File: config.mk
export PLATFORM = sky130hd
export DESIGN_NAME = dmc_top
export DESIGN_NICKNAME = d
export VERILOG_FILES = /design/src/shared/dmc_pkg.sv /design/src/rtl/dmc_top.sv
export VERILOG_INCLUDE_DIRS = /design/src /design/src/shared
export SDC_FILE = /design/constraint.sdc
export NUM_CORES = 1
export LEC_CHECK = 0
export ABC_CLOCK_PERIOD_IN_PS = 7160
export BUFFER_PORTS_ARGS = -buffer_cell sky130_fd_sc_hd__buf_4
export CELL_PAD_IN_SITES_DETAIL_PLACEMENT = 0
export CELL_PAD_IN_SITES_GLOBAL_PLACEMENT = 1
export CORE_ASPECT_RATIO = 0.6
export CORE_MARGIN = 10
export CORE_UTILIZATION = 40
export DETAILED_ROUTE_END_ITERATION = 8
export PLACE_DENSITY_LB_ADDON = 0.1
export SETUP_SLACK_MARGIN = 0.02
export SYNTH_ARGS = -nofsm -noshare
export SYNTH_HDL_FRONTEND = slang
export SYNTH_SLANG_ARGS = --single-unit
export TNS_END_PERCENT = 10
File: constraint.sdc
create_clock -name clk_i -period 7.16 [get_ports clk_i]
set_input_delay 1.074 -clock clk_i [delete_from_list [all_inputs] [get_ports clk_i]]
set_output_delay 1.074 -clock clk_i [all_outputs]
set_load 0.02 [all_outputs]
File: src/shared/dmc_regs.svh
// Register offsets, field positions, reset values and counts of the mute block
`ifndef DMC_REGS_SVH
`define DMC_REGS_SVH
`define DMC_ADDR_W          7
`define DMC_DATA_W          9
`define DMC_OFS_GLOBAL      7'h02
`define DMC_OFS_CHSEL       7'h09
`define DMC_OFS_CH4         7'h0f
`define DMC_BIT_GMUTE       0
`define DMC_BIT_BYPASS      3
`define DMC_BIT_CLAMP_EN    4
`define DMC_BIT_SEL_LO      1
`define DMC_BIT_SEL_HI      2
`define DMC_BIT_MASK_LO     3
`define DMC_BIT_MASK_HI     5
`define DMC_BIT_SEL_MSB     0
`define DMC_BIT_CH4_MUTE    2
`define DMC_RST_REG         9'h000
`define DMC_ZERO_RUN        1024
`define DMC_DECAY_SHIFT     6
`define DMC_GAIN_FULL       16'hffff
`endif

File: src/shared/dmc_pkg.sv
// Types shared by the mute control block
`default_nettype none
package dmc_pkg;
  typedef logic [3:0] dmc_chmask_t;
  typedef logic [2:0] dmc_sel_t;
  typedef logic [8:0] dmc_reg_t;
endpackage
`default_nettype wire

File: src/rtl/dmc_top.sv
// Mute control logic for a four stereo channel DAC
//
// What this block does
// - Direct mute follows the completed register write
// - Four-bit mask, bit n mutes channel n+1
// - Global softmute bit mutes all channels
// - High mute pin mutes decoded channels
// - Low pin means no automute, manual mutes work
// - Decode bypass mutes all on high pin
// - Selector chooses channels muted by the pin
// - 1024 zero samples raise the channel zero flag
// - Pin driven high from selected zero flags
// - Own pin level feeds the same decoder
// - Clamp enable clamps zero or manually muted channels
// - Clamp enable at bit 4, default off
// - Clamp only under software control mode
// - Mask fields at documented bits, default zero
// - Softmute gain drops by 1/64 of itself each sample, releases instantly
`include "dmc_regs.svh"
`default_nettype none
module dmc_top
  import dmc_pkg::*;
#(
  parameter int SAMPLE_W = 24,
  parameter int ZERO_RUN = `DMC_ZERO_RUN
)(
  input  wire logic                  clk_i,
  input  wire logic                  rstn_i,
  input  wire logic                  wr_en_i,
  input  wire logic [`DMC_ADDR_W-1:0] wr_addr_i,
  input  wire logic [`DMC_DATA_W-1:0] wr_data_i,
  input  wire logic [`DMC_ADDR_W-1:0] rd_addr_i,
  output logic      [`DMC_DATA_W-1:0] rd_data_o,
  input  wire logic                  mode_sel_i,
  input  wire logic                  sample_stb_i,
  input  wire logic [8*SAMPLE_W-1:0] sample_data_i,
  input  wire logic                  mute_pin_i,
  output logic                       mute_pin_o,
  output logic                       mute_pin_oe_o,
  output logic      [3:0]            zero_run_flag_o,
  output logic      [3:0]            softmute_o,
  output logic      [3:0]            clamp_o,
  output logic      [63:0]           gain_o
);

  localparam int CNT_W = $clog2(ZERO_RUN + 1);

  // Channels muted by a high pin for a selector value
  function automatic dmc_chmask_t pin_decode(input dmc_sel_t sel, input logic bypass);
    dmc_chmask_t m;
    m = 4'hf;
    if (!bypass)
    begin
      unique case (sel)
        3'h0: m = 4'hf;
        3'h1: m = 4'h1;
        3'h2: m = 4'h2;
        3'h3: m = 4'h4;
        3'h4: m = 4'h8;
        3'h5: m = 4'h3;
        3'h6: m = 4'h7;
        3'h7: m = 4'hc;
      endcase
    end
    return m;
  endfunction

  // Zero flags that must all be high to drive the pin
  function automatic dmc_chmask_t flag_need(input dmc_sel_t sel);
    dmc_chmask_t m;
    m = 4'hf;
    unique case (sel)
      3'h0: m = 4'hf;
      3'h1: m = 4'h1;
      3'h2: m = 4'h2;
      3'h3: m = 4'h4;
      3'h4: m = 4'h8;
      3'h5: m = 4'h3;
      3'h6: m = 4'h7;
      3'h7: m = 4'hc;
    endcase
    return m;
  endfunction

  dmc_reg_t               reg_glob_q, reg_glob_d;
  dmc_reg_t               reg_chsel_q, reg_chsel_d;
  dmc_reg_t               reg_ch4_q, reg_ch4_d;
  logic [`DMC_DATA_W-1:0] rd_data_q, rd_data_d;

  always_comb
  begin
    reg_glob_d  = reg_glob_q;
    reg_chsel_d = reg_chsel_q;
    reg_ch4_d   = reg_ch4_q;
    if (wr_en_i)
    begin
      unique case (wr_addr_i)
        `DMC_OFS_GLOBAL: reg_glob_d  = wr_data_i;
        `DMC_OFS_CHSEL:  reg_chsel_d = wr_data_i;
        `DMC_OFS_CH4:    reg_ch4_d   = wr_data_i;
        default:         reg_glob_d  = reg_glob_q;
      endcase
    end
    unique case (rd_addr_i)
      `DMC_OFS_GLOBAL: rd_data_d = reg_glob_q;
      `DMC_OFS_CHSEL:  rd_data_d = reg_chsel_q;
      `DMC_OFS_CH4:    rd_data_d = reg_ch4_q;
      default:         rd_data_d = `DMC_RST_REG;
    endcase
  end

  always_ff @(posedge clk_i or negedge rstn_i)
  begin
    if (!rstn_i)
    begin
      reg_glob_q  <= `DMC_RST_REG;
      reg_chsel_q <= `DMC_RST_REG;
      reg_ch4_q   <= `DMC_RST_REG;
      rd_data_q   <= `DMC_RST_REG;
    end
    else
    begin
      reg_glob_q  <= reg_glob_d;
      reg_chsel_q <= reg_chsel_d;
      reg_ch4_q   <= reg_ch4_d;
      rd_data_q   <= rd_data_d;
    end
  end

  dmc_chmask_t direct_mask;
  dmc_sel_t    sel;
  logic        gmute;
  logic        bypass;
  logic        clamp_en;

  always_comb
  begin
    direct_mask = {reg_ch4_q[`DMC_BIT_CH4_MUTE],
                   reg_chsel_q[`DMC_BIT_MASK_HI:`DMC_BIT_MASK_LO]};
    sel         = {reg_ch4_q[`DMC_BIT_SEL_MSB], reg_chsel_q[`DMC_BIT_SEL_HI:`DMC_BIT_SEL_LO]};
    gmute       = reg_glob_q[`DMC_BIT_GMUTE];
    bypass      = reg_glob_q[`DMC_BIT_BYPASS];
    clamp_en    = reg_glob_q[`DMC_BIT_CLAMP_EN];
  end

  // Zero run counters, one per stereo channel
  logic [CNT_W-1:0] cnt_q [4];
  logic [CNT_W-1:0] cnt_d [4];
  dmc_chmask_t      zrun_q, zrun_d;

  always_comb
  begin
    zrun_d = zrun_q;
    for (int c = 0; c < 4; c++)
    begin
      cnt_d[c] = cnt_q[c];
      if (sample_stb_i)
      begin
        if (sample_data_i[c*2*SAMPLE_W +: 2*SAMPLE_W] != '0)
        begin
          cnt_d[c]   = '0;
          zrun_d[c] = 1'b0;
        end
        else if (cnt_q[c] < CNT_W'(ZERO_RUN))
        begin
          cnt_d[c] = cnt_q[c] + CNT_W'(1);
          if (cnt_q[c] == CNT_W'(ZERO_RUN - 1))
            zrun_d[c] = 1'b1;
        end
      end
    end
  end

  always_ff @(posedge clk_i or negedge rstn_i)
  begin
    if (!rstn_i)
    begin
      for (int c = 0; c < 4; c++)
        cnt_q[c] <= '0;
      zrun_q <= '0;
    end
    else
    begin
      cnt_q   <= cnt_d;
      zrun_q  <= zrun_d;
    end
  end

  // Mute combination, pin and clamp
  // The pin is a weak drive; an external driver wins and pin_i is the resolved level
  dmc_chmask_t mute_q, mute_d;
  dmc_chmask_t clamp_q, clamp_d;
  logic        pin_q, pin_d;
  logic        oe_q;

  always_comb
  begin
    pin_d = (zrun_q & flag_need(sel)) == flag_need(sel);
    // Automute only reaches channels through the pin level, so low pin blocks it
    // Pin ignored until the weak drive is on, else a floating pin mutes after reset
    mute_d = direct_mask
           | {4{gmute}}
           | ((mute_pin_i && oe_q) ? pin_decode(sel, bypass) : 4'h0);
    clamp_d = 4'h0;
    if (clamp_en && !mode_sel_i)
      clamp_d = zrun_q | direct_mask | {4{gmute}};
  end

  always_ff @(posedge clk_i or negedge rstn_i)
  begin
    if (!rstn_i)
    begin
      mute_q  <= '0;
      clamp_q <= '0;
      pin_q   <= 1'b0;
      oe_q    <= 1'b0;
    end
    else
    begin
      mute_q  <= mute_d;
      clamp_q <= clamp_d;
      pin_q   <= pin_d;
      oe_q    <= 1'b1;
    end
  end

  // Softmute gain, first order decay per sample
  logic [15:0] gain_q [4];
  logic [15:0] gain_d [4];

  always_comb
  begin
    for (int c = 0; c < 4; c++)
    begin
      gain_d[c] = gain_q[c];
      if (!mute_q[c])
        gain_d[c] = `DMC_GAIN_FULL;
      else if (sample_stb_i)
        gain_d[c] = gain_q[c] - (gain_q[c] >> `DMC_DECAY_SHIFT);
    end
  end

  always_ff @(posedge clk_i or negedge rstn_i)
  begin
    if (!rstn_i)
    begin
      for (int c = 0; c < 4; c++)
        gain_q[c] <= `DMC_GAIN_FULL;
    end
    else
      gain_q <= gain_d;
  end

  always_comb
  begin
    rd_data_o       = rd_data_q;
    mute_pin_o      = pin_q;
    mute_pin_oe_o   = oe_q;
    zero_run_flag_o = zrun_q;
    softmute_o      = mute_q;
    clamp_o         = clamp_q;
    gain_o          = {gain_q[3], gain_q[2], gain_q[1], gain_q[0]};
  end

endmodule // dmc_top
`default_nettype wire

# Yosys cells after proc, flatten, opt, wreduce, memory -nomap -nowiden
# Memories as Yosys holds them, arrays and structs flattened.
# Cells that the tools add are included.
# word_totals
reg_bits	158
romBits	96
in_bits	221
out_inout_bits	87
wordCells	113
mem_count	3
# op_classes
add_sub_neg	8
order_cmp	4
eq_ne	15
mux	32
bitwise_logic	5
n_reduce_logical	26
# mem_list
memory	words	word_bits	rd	rd_clocked_by_memory_dff	write_ports	line_no	rtl
(name not given)	8	4	1	0	0	dmc_top.sv:72	unique case (sel)
(name not given)	8	4	1	0	0	dmc_top.sv:72	
(name not given)	8	4	1	0	0	dmc_top.sv:54	unique case (sel)
# op_table
op	count
$reduce_bool 48->1	4
$mux 16	8
$mux 11	8
$sub 16x10->16	4
$add 11x1->11 const B	4
$eq 11x10->1 const B	4
$lt 11x11->1 const B	4
$eq 7x4->1 const B	4
$pmux 9 s3	1
$or 4x4->4	4
$reduce_bool 2->1	8
$eq 7x2->1 const B	2
$reduce_and 2->1	7
$mux 1	12
$mux 4	3
$reduce_and 3->1	4
$ne 2x2->1 const B	4
$and 4x4->4	1
$eq 4x4->1	1
$logic_and 1x1->1	2
$logic_not 1->1	1

# Longest topological paths before layout
# Gate-level depths: netlist (run 1).
# logic_depth
word_depth	4
depth_mapped	9
depth_no_buf	9

# Worst setup path before layout (run 1)
# No wires, ideal clock.
# synth_timing
kind	in2reg
from	in sample_data_i[169]
to	reg cnt_q[0] in the netlist's numbering
setup_ps	65
t_arrival_ps	2378
required_ps	7095
path_slack_ps	4718
path_stages	6
n_path_buf	0
path_cell_list	nor4_1 > nand4_1 > or3_1 > or2_2 > nor2_1 > mux2_2
# synth_via
elab_chain_cells	3
word_cells_on_any_way	4
cone_classes	mux: 1; reduce/logical: 3
# synth_lines
element	line_no	rtl
from (decl)	dmc_top.sv:36	input wire logic [8*SAMPLE_W-1:0] sample_data_i,
$reduce_bool 48->1 (*)	dmc_top.sv:159	if (sample_data_i[c*2*SAMPLE_W +: 2*SAMPLE_W] != '0)
$reduce_bool 2->1 (no source line)	--	
$reduce_and 2->1 (no source line)	--	
to (signal assigned)	dmc_top.sv:184	cnt_q <= cnt_d;
to (decl)	dmc_top.sv:147	logic [CNT_W-1:0] cnt_q [4];
# Every way passes the cells marked *; elsewhere a longest branch is shown, timed or not.
# A chain may end at the register's enable or synchronous reset.

# Final worst setup path (run 1)
# layout_timing
from	reg gain_q (netlist bit gain_o[7])
to	reg gain_q (netlist bit gain_o[15])
# layout_via
elab_chain_cells	3
# layout_lines
element	line_no	rtl
from (decl)	dmc_top.sv:228	logic [15:0] gain_q [4];
from (signal, indexed assignment)	dmc_top.sv:248	gain_q[c] <= `DMC_GAIN_FULL;
from (signal assigned)	dmc_top.sv:251	gain_q <= gain_d;
$sub 16x10->16	dmc_top.sv:239	gain_d[c] = gain_q[c] - (gain_q[c] >> `DMC_DECAY_SHIFT);
$mux 16	dmc_top.sv:238	else if (sample_stb_i)
$mux 16	dmc_top.sv:236	if (!mute_q[c])
# No other way between the ends. The select of a mux whose other input is x is not followed.

==> flow_metrics.env, run 1 <==
export IMPL_reg2reg_depth=8
export IMPL_dp_hpwl_mm=22.5
export IMPL_ff_latch_area_um2=4030
export IMPL_finalSetupViolCount=0
export IMPL_overflow=0
export IMPL_rsz0062_at_grt="no"
export IMPL_period_minus_slack_ps=2750
export IMPL_synthTopCellsByCount="nand2_1, dfrtp_1, nor2_1"
export IMPL_grt_max_degree=91
export IMPL_rrSetupSlack_ps=4410
export IMPL_ys_ff_latch=158
export IMPL_io_buffers=307
export IMPL_rows=42
export IMPL_switching_share_pct=38.1
export IMPL_ctsHoldBuffers=0
export IMPL_cp_endpoint="gain_o[15]"
export IMPL_cts_tree="built"
export IMPL_worst_slew_pin_slew_ps=1200
export IMPL_pwr_share_seq_pct=33.3
export IMPL_grt_pass1_vias=8499
export IMPL_status="finished, final reports clean"
export IMPL_avgViaCountPerCell=5.18
export IMPL_setup_worst_path_end_class="flop"
export IMPL_path_clk_slew_ps=70
export IMPL_fin_skew_ps=8.38
export IMPL_leakagePower_nw=5.90
export IMPL_crit_required_ps=7520
export IMPL_antenna_found_initial=0
export IMPL_pwr_share_comb_pct=41.9
export IMPL_core_region_area_um2=22400
export IMPL_cts_htree_levels=4
export IMPL_synth_ff_type="dfrtp_1"
export IMPL_yosys_area_top_type="dfrtp_1"
export IMPL_timing_rr_start="gain_o[7]"
export IMPL_drc_errors=0
export IMPL_p_sw_mw=1.32
export IMPL_drive_above_1_share_pct=34.9
export IMPL_clkPwrFrac_pct=24.8
export IMPL_ys_seq_area_share_pct=43.7
export IMPL_root_buffer="clkbuf_16"
export IMPL_nets=1556
export IMPL_avgSynthCellArea_um2=9.42
export IMPL_ant_nets=0
export IMPL_fin_area_um2=12400
export IMPL_crit_type="flop to flop"
export IMPL_async_flop_share_pct=100
export IMPL_grt_pass1_wl_mm=45.8
export IMPL_netlist_instances=980
export IMPL_routed_wl_mm=28.6
export IMPL_min_period_over_period_pct=38.5
export IMPL_r2r_end="gain_o[15]"
export IMPL_synth_cell_types=74
export IMPL_synth_nets=1250
export IMPL_slew_headroom_pct=19.7
export IMPL_initialDrtViolationCount=501
export IMPL_synth_edf_count=0
export IMPL_start_util_pct=41.3
export IMPL_place_area_um2=11900
export IMPL_drv_slew=0
export IMPL_dieArea_um2=29800
export IMPL_num_fill_cells=2056
export IMPL_fin_setup_tns_ps=0
export IMPL_wl_per_cell_um=17.8
export IMPL_ctsResizeCount=0
export IMPL_cts_buffers=17
export IMPL_ir_worst_vdd_mv=0.122
export IMPL_first_pass_iters=5
export IMPL_powerDensity_nw_per_um2=280
export IMPL_hold_viol=0
export IMPL_yosys_top_cells_area="dfrtp_1, dfstp_2, ha_1, nand2_1, nor2_1"
export IMPL_critPathLaunchType="flop"
export IMPL_via_count=8324
export IMPL_die_height_um=138
export IMPL_cts_sinks=158
export IMPL_gp_congestion=0.840
export IMPL_area_growth_pct=34.4
export IMPL_critPathArrivalTime_ps=3120
export IMPL_diodes=0
export IMPL_insertion_delay_ps=440
export IMPL_hold_class="flop to flop"
export IMPL_post_cts_setup_buffers=0
export IMPL_io_pins=308
export IMPL_yosys_cell_count_top_type="nand2_1"
export IMPL_fp_dieW_um=216
export IMPL_final_util_pct=55.5
export IMPL_netlist_area_um2=9240
export IMPL_p_int_mw=2.15
export IMPL_yosys_warnings=0
export IMPL_synth_top_area_share_pct=25.5
export IMPL_multi_input_area_um2=4850
export IMPL_worstSetupStartpoint="gain_o[7]"
export IMPL_clock_fmax_ghz=0.363
export IMPL_maxCapViolations=0
export IMPL_critPathMaxFanout=4
export IMPL_grt_usage_pct=19.1
export IMPL_clockBufferDepth=2
==> layout by cell type, fill, tap and decap left out, drive strengths merged, types with 5 or more instances in the layout <==
| master | synthesis | layout |
|---|---|---|
| or3 | 9 | 9 |
| dfrtp | 94 | 94 |
| mux2 | 32 | 32 |
| and3 | 5 | 5 |
| nand2 | 104 | 104 |
| nor2b | 11 | 11 |
| dfstp | 64 | 64 |
| clkinvlp | 0 | 5 |
| o21a | 11 | 11 |
| nor3 | 20 | 20 |
| xnor2 | 27 | 27 |
| xor2 | 34 | 34 |
| o31ai | 6 | 6 |
| nand4 | 27 | 27 |
| nand2b | 21 | 21 |
| nor4 | 50 | 50 |
| ha | 45 | 45 |
| nand3 | 28 | 28 |
| a211oi | 6 | 6 |
| a21oi | 28 | 28 |
| o211ai | 19 | 19 |
| buf | 3 | 311 |
| nor2 | 92 | 92 |
| o21ai | 68 | 68 |
| inv | 68 | 72 |
| a222oi | 9 | 9 |
| clkbuf | 21 | 18 |
| a21boi | 6 | 6 |
| or2 | 5 | 5 |
==> routing by layer <==
layer / part of all wire [%] / track usage [%] / vias to the layer above
met4: 1.1 / 4.91 / 0
met1: 48 / 25.7 / 3933
met3: 6.0 / 5.34 / 23
met5: 0 / 0 / -
met2: 45 / 29.6 / 226
li1: - / - / 4142
==> critical path: stages, from the launching register on <==
cell      delay (ps)
dfstp_2          610
inv_1             80
ha_1             260
nor2b_1          150
o31ai_1          460
a22oi_2          230
a311oi_2         380
o211a_1          190
mux2_1           320
==> worst min path at each step <==
stage / endpoint / depth (start not counted) / from
global route: rd_data_o[0] / 2 / reg_chsel_q[0]
global placement: cnt_q[6] / 1 / cnt_q[6]
detailed placement: cnt_q[6] / 1 / cnt_q[6]
finish: cnt_q[6] / 1 / cnt_q[6]
CTS: cnt_q[6] / 1 / cnt_q[6]
floorplan: cnt_q[6] / 1 / cnt_q[6]
==> sequential cells by signal, indices dropped and copies added, names as in the netlist <==
| signal | count |
|---|---|
| rd_data_o | 9 |
| clamp_o | 4 |
| softmute_o | 4 |
| reg_chsel_q | 9 |
| reg_ch4_q | 9 |
| mute_pin_o | 1 |
| zero_run_flag_o | 4 |
| gain_o | 64 |
| cnt_q | 44 |
| mute_pin_oe_o | 1 |
| reg_glob_q | 9 |
==> stage by stage <==
step	cells	hold slack, ps	worst slack (ps)	power (mW)
after floorplan	980	446	4720	2.14
after global placement	1575	476	4080	2.62
after detailed placement	1575	481	4040	2.62
after CTS	1606	493	4420	3.51
after global routing	1606	520	4240	3.72
final	1606	493	4410	3.48
==> cell families (layout without fill, tap and decap cells) <==
kind of cell / count (synthesis) / after routing / synth area share, %
buf+inv: 92 / 410 / 3.77
simple gates: 392 / 392 / 21.3
flops: 158 / 158 / 43.7
mux: 36 / 36 / 4.33
compound gates: 191 / 191 / 14.1
fa+ha+maj: 49 / 49 / 6.96
other cells: 1 / 1 / 0.0406
xor+xnor: 61 / 61 / 5.78
==> power groups by stage <==
stage | Sequential, mW | Combinational [mW] | Clock [mW]
floorplan | 1.22 | 0.920 | 0
global placement | 1.17 | 1.45 | 0
detailed placement | 1.17 | 1.45 | 0
CTS | 1.16 | 1.46 | 0.887
global route | 1.18 | 1.62 | 0.923
finish | 1.16 | 1.46 | 0.861
==> cell type report <==
class | instances | share of cell area, %
tap | 308 | 3.10
sequential | 158 | 32.5
clock buffer | 18 | 3.54
inverter | 68 | 2.06
timing repair buffer | 311 | 18.8
clock inverter | 13 | 0.877
multi-input combinational | 730 | 39.1
Note: power is estimated with default switching activity, not from simulation.
==> inputs of run 2 (changes only) <==
- ABC_CLOCK_PERIOD_IN_PS: 7160 -> 2400
- CORE_UTILIZATION: 40 -> 34
- clock period: 7.16 -> 2.4 ns (I/O delays scaled with it)
==> run 2 against run 1 <==
Compared with the run above:
- sequential power grew to 2.9 times the previous value
- routed wire length increased by 9.7%
- clock-buffer cell count is 3 higher
- register-to-register slack worse by 4300 ps
- via count increased by 2.5%
- critical path depth stayed put
- fmax grew 19%
- utilization shrank 6.8 points
- clock skew up 4.2 ps
- critical path type unchanged
- largest cell class unchanged
- final cell count grew 6.0%
- total power grew to 3.2 times the previous value
==> flow_metrics.env, run 2 (synthesized netlist as in run 1, its figures left out) <==
export IMPL_path_clk_slew_ps=70
export IMPL_io_buffers=307
export IMPL_final_util_pct=48.7
export IMPL_final_common_cell="buf_4"
export IMPL_status="finished, final reports clean"
export IMPL_maxCapViolations=0
export IMPL_finalSetupViolCount=0
export IMPL_diodes=0
export IMPL_holdCritStartpoint="wr_data_i[6]"
export IMPL_first_pass_iters=7
export IMPL_rrSetupSlack_ps=80
export IMPL_io_pins=308
export IMPL_routed_wl_mm=31.4
export IMPL_via_count=8530
export IMPL_overflow=0
export IMPL_postLayoutSetupSlackWorst_ps=79.6
export IMPL_critPathArrivalTime_ps=2700
export IMPL_start_util_pct=34.7
export IMPL_drc_errors=0
export IMPL_cp_slowest_stage_delay_ps=580
export IMPL_hold_viol=0
export IMPL_nets=1600
export IMPL_hold_class="primary input to flop"
export IMPL_initialDrtViolationCount=588
export IMPL_grt_max_degree=66
export IMPL_timing_rr_start="gain_o[55]"
export IMPL_avgViaCountPerCell=5.01
export IMPL_grt_pass1_wl_mm=49.0
export IMPL_rows=46
export IMPL_crit_type="flop to flop"
export IMPL_dieArea_um2=34400
export IMPL_num_fill_cells=2570
export IMPL_period_minus_slack_ps=2320
export IMPL_cp_top_family="compound AO/OA/AOI/OAI gates"
export IMPL_critPathMaxFanout=5
export IMPL_antenna_found_initial=0
export IMPL_min_path_cells=2
export IMPL_crit_required_ps=2780
export IMPL_ant_nets=0
export IMPL_critPathLaunchType="flop"
export IMPL_cts_sinks=158
export IMPL_grt_pass1_vias=8672
export IMPL_dp_hpwl_mm=25.0
export IMPL_clock_fmax_ghz=0.431
export IMPL_path_buf_inv=1
export IMPL_worst_slew_pin_slew_ps=794
export IMPL_grt_usage_pct=18.1
export IMPL_slew_headroom_pct=46.8
export IMPL_powerDensity_nw_per_um2=860
export IMPL_drv_slew=0
export IMPL_setup_worst_path_end_class="flop"
export IMPL_insertion_delay_ps=440
export IMPL_pre_cts_ws_ps=35.6
export IMPL_fin_setup_tns_ps=0
export IMPL_cts_tree="built"
export IMPL_root_buffer="clkbuf_16"
export IMPL_rsz0062_at_grt="yes"
export IMPL_worstHoldEndpoint="reg_chsel_q[6]"
export IMPL_area_growth_pct=40.2
export IMPL_ir_worst_vdd_mv=0.538
export IMPL_fp_dieW_um=233
export IMPL_clockBufferDepth=2
export IMPL_fin_skew_ps=12.6
export IMPL_path_cells="inv_1 -> ha_1 -> nor2b_1 -> o31a_1 -> o311ai_4 -> a31oi_1 -> or3_1 -> nand3_1"
export IMPL_gp_congestion=0.809
export IMPL_drive_above_1_share_pct=38.0
export IMPL_leakagePower_nw=6.17
export IMPL_layout_common_cells="buf_4, nand2_1, dfrtp_1"
export IMPL_r2r_end="gain_o[59]"
export IMPL_wl_per_cell_um=18.5
export IMPL_cts_htree_levels=4
export IMPL_critPathSlowestCell="dfstp_2"
export IMPL_min_period_over_period_pct=96.7
export IMPL_cts_buffers=17
export IMPL_core_region_area_um2=26600
export IMPL_largest_register_ffs=64
export IMPL_reg2reg_depth=8
export IMPL_die_height_um=148
run 2: cell types whose count changed in the layout (fill, tap and decap cells not counted), sizes merged:
cell / previous run / this run
buf: 311 / 354
clkbuf: 18 / 21
clkinvlp: 5 / 2
clkinv: 4 / 6
inv: 72 / 70
bufinv: 0 / 1
dlygate4sd3: 0 / 1
run 2: worst max path at each step:
stage,start,end,slack (ps),cells after the start
3_3_place_gp,gain_o[22],gain_o[28],60,8
5_1_grt,gain_o[7],gain_o[13],-40,10
2_1_floorplan,gain_o[7],gain_o[15],2,8
4_1_cts,gain_o[22],gain_o[28],30,8
6_report,gain_o[55],gain_o[59],80,8
3_5_place_dp,gain_o[22],gain_o[28],40,8
run 2: area by class of cell:
type                    count  area, um2  share of cell area (%)
inverters                  68        255                    1.97
flip-flops and latches    158       4030                    31.1
clock buffers              21        460                    3.56
multi-input cells         730       4950                    38.2
repair buffers            355       2700                    20.8
clock inverters            11        108                   0.831
well taps                 360        450                    3.48
run 2: power breakdown:
| group | internal, mW | switching, mW | leakage [nW] |
|---|---|---|---|
| logic | 2.40 | 2.70 | 3.93 |
| registers | 3.08 | 0.286 | 1.97 |
| clock network | 1.49 | 1.17 | 0.274 |
| total | 6.97 | 4.16 | 6.17 |
run 2: what timing repair did:
action,4_1_cts,5_1_grt
resized for setup,0,20
endpoints found under the setup margin,0,20
hold buffers,1,0
hold endpoints to repair,40,0
buffers inserted,0,0
run 2: layer usage:
layer	GRT usage, %	up-vias	share of wire [%]
li1	-	4234	-
met3	5.91	11	6.6
met4	3.46	0	0.78
met2	27.4	263	45
met1	24.7	4022	48
met5	0	-	0
run 2: stage by stage:
step	hold WS, ps	instance area (um2)	total power, mW	cells
floorplan	64.4	9240	6.37	980
detailed placement	411	12300	8.25	1670
finish	167	13000	11.1	1703
global placement	414	12300	8.28	1670
global route	140	13000	11.9	1703
CTS	137	12900	11.0	1703
run 2: worst register-to-register path, delay by kind of cell (launching register included):
kind | cells | cell delay, ps
AO/OA/AOI/OAI | 3 | 790
flip-flops | 1 | 580
adder cells (fa/ha/maj) | 1 | 260
AND/OR/NAND/NOR | 3 | 570
buffers and inverters | 1 | 60
==> inputs of run 3 (changes only) <==
- CORE_UTILIZATION: 34 -> 35
- CTS_BUF_LIST: default -> sky130_fd_sc_hd__clkbuf_8
==> run 3 against run 2 <==
Compared with the run above:
- critical path depth decreased by 1
- critical path type unchanged
- die area decreased by 2.5%
- highest routed layer unchanged
- largest power group unchanged
- combinational power down 2%
- final cell count fell by 0.88%
- hold slack worse by 30 ps
- clock skew increased by 1.7 ps
==> flow_metrics.env, run 3 (synthesized netlist as in run 1, its figures left out) <==
export IMPL_status="finished, final reports clean"
export IMPL_leakagePower_nw=6.03
export IMPL_drv_slew=0
export IMPL_cts_htree_levels=4
export IMPL_clockBufferDepth=2
export IMPL_grt_usage_pct=17.7
export IMPL_timing_rr_start="gain_o[12]"
export IMPL_layout_common_cells="buf_4, nand2_1, dfrtp_1"
export IMPL_largest_register_ffs=64
export IMPL_io_buffers=307
export IMPL_finalSetupViolCount=0
export IMPL_rrSetupSlack_ps=80
export IMPL_slew_headroom_pct=44.3
export IMPL_critPathArrivalTime_ps=2710
export IMPL_routed_wl_mm=30.3
export IMPL_via_count=8562
export IMPL_critPathLaunchType="flop"
export IMPL_io_pins=308
export IMPL_die_height_um=146
export IMPL_num_fill_cells=2414
export IMPL_clock_fmax_ghz=0.431
export IMPL_fin_area_um2=12700
export IMPL_start_util_pct=36.1
export IMPL_place_area_um2=12200
export IMPL_min_path_cells=2
export IMPL_area_growth_pct=37.4
export IMPL_powerDensity_nw_per_um2=807
export IMPL_grt_pass1_wl_mm=48.0
export IMPL_critPathMaxFanout=3
export IMPL_grt_max_degree=47
export IMPL_cts_tree="built"
export IMPL_maxCapViolations=0
export IMPL_insertion_delay_ps=470
export IMPL_fin_cells=1688
export IMPL_hold_viol=0
export IMPL_hold_class="primary input to flop"
export IMPL_crit_required_ps=2790
export IMPL_r2r_end="gain_o[15]"
export IMPL_nets=1593
export IMPL_dieArea_um2=33500
export IMPL_multi_input_area_um2=4960
export IMPL_worstSetupStartpoint="gain_o[12]"
export IMPL_grt_pass1_vias=8633
export IMPL_drive_above_1_share_pct=37.9
export IMPL_cts_buffers=17
export IMPL_path_cells="inv_1 -> ha_1 -> a2111oi_2 -> a22oi_2 -> a311oi_2 -> o211a_1 -> mux2_1"
export IMPL_final_util_pct=49.6
export IMPL_dpl_cell_count=1654
export IMPL_fin_setup_tns_ps=0
export IMPL_dp_hpwl_mm=24.3
export IMPL_period_minus_slack_ps=2320
export IMPL_setup_worst_path_end_class="flop"
export IMPL_worstHoldEndpoint="reg_ch4_q[7]"
export IMPL_initialDrtViolationCount=612
export IMPL_cts_sinks=158
export IMPL_ff_latch_area_um2=4030
export IMPL_ir_worst_vdd_mv=0.337
export IMPL_path_clk_slew_ps=90
export IMPL_reg2reg_depth=7
export IMPL_root_buffer="clkbuf_8"
export IMPL_diodes=0
export IMPL_holdWs_ps=137
export IMPL_overflow=0
export IMPL_cp_slowest_stage_delay_ps=560
export IMPL_crit_type="flop to flop"
export IMPL_first_pass_iters=5
export IMPL_avgViaCountPerCell=5.07
export IMPL_final_common_cell="buf_4"
export IMPL_core_region_area_um2=25600
export IMPL_critPathSlowestCell="dfstp_2"
export IMPL_min_period_over_period_pct=96.6
export IMPL_holdCritStartpoint="wr_data_i[7]"
export IMPL_ant_nets=0
export IMPL_worst_slew_pin_slew_ps=832
export IMPL_antenna_found_initial=0
export IMPL_drc_errors=0
export IMPL_wl_per_cell_um=17.9
export IMPL_fin_skew_ps=14.3
export IMPL_gp_congestion=0.846
export IMPL_rsz0062_at_grt="yes"
export IMPL_fp_dieW_um=230
export IMPL_rows=45
## run 3: cell types whose count changed in the layout (fill, tap and decap cells not counted), moves of 2 or more
cell	previous run	this run
inv_6	2	4
o21ai_1	2	4
buf_4	351	344
clkbuf_1	2	0
clkbuf_16	17	0
clkbuf_8	2	19
## run 3: power breakdown
part | switching (mW) | total (mW) | internal (mW)
Combinational | 2.66 | 4.99 | 2.33
Sequential | 0.269 | 3.35 | 3.08
Clock | 1.12 | 1.90 | 0.787
Total | 4.05 | 10.2 | 6.19
## run 3: per-layer routing
layer	up-vias	global-route usage [%]	share of wire, %
li1	4228	-	-
met1	4066	24.4	48
met2	247	26.2	44
met3	21	5.46	7.0
met4	0	4.49	1.3
met5	-	0	0
## run 3: worst max-delay path: cells and delay by family, from the launching register on
kind	cells	cell delay (ps)
adder cells (fa/ha/maj)	1	290
AO/OA/AOI/OAI	4	1020
multiplexers	1	320
buffers and inverters	1	40
flip-flops	1	560
## run 3: final cells by class
class / count / area share (%)
well taps: 352 / 3.47
multi-input cells: 730 / 39.0
clock buffers: 19 / 2.06
flip-flops and latches: 158 / 31.8
repair buffers: 348 / 20.8
inverters: 68 / 2.01
clock inverters: 13 / 0.818
## run 3: through the flow
| step | setup slack, ps | power (mW) |
|---|---|---|
| finish | 80.8 | 10.2 |
| floorplan | 1.73 | 6.37 |
| global placement | 44.5 | 8.13 |
| global route | 1.73 | 11.0 |
| CTS | 14.9 | 10.1 |
| detailed placement | 27.9 | 8.11 |
## run 3: worst max path at each step
stage                       to  slack, ps
floorplan           gain_o[15]          2
global placement    gain_o[15]         40
detailed placement  gain_o[28]         30
CTS                 gain_o[12]         10
global route        gain_o[15]          2
finish              gain_o[15]         80
## run 3: repair_timing
action | CTS | global route
pin swaps | 0 | 8
hold endpoints to repair | 11 | 0
hold buffers | 1 | 0
resized for setup | 1 | 21
endpoints found under the setup margin | 5 | 25
setup buffers | 0 | 1
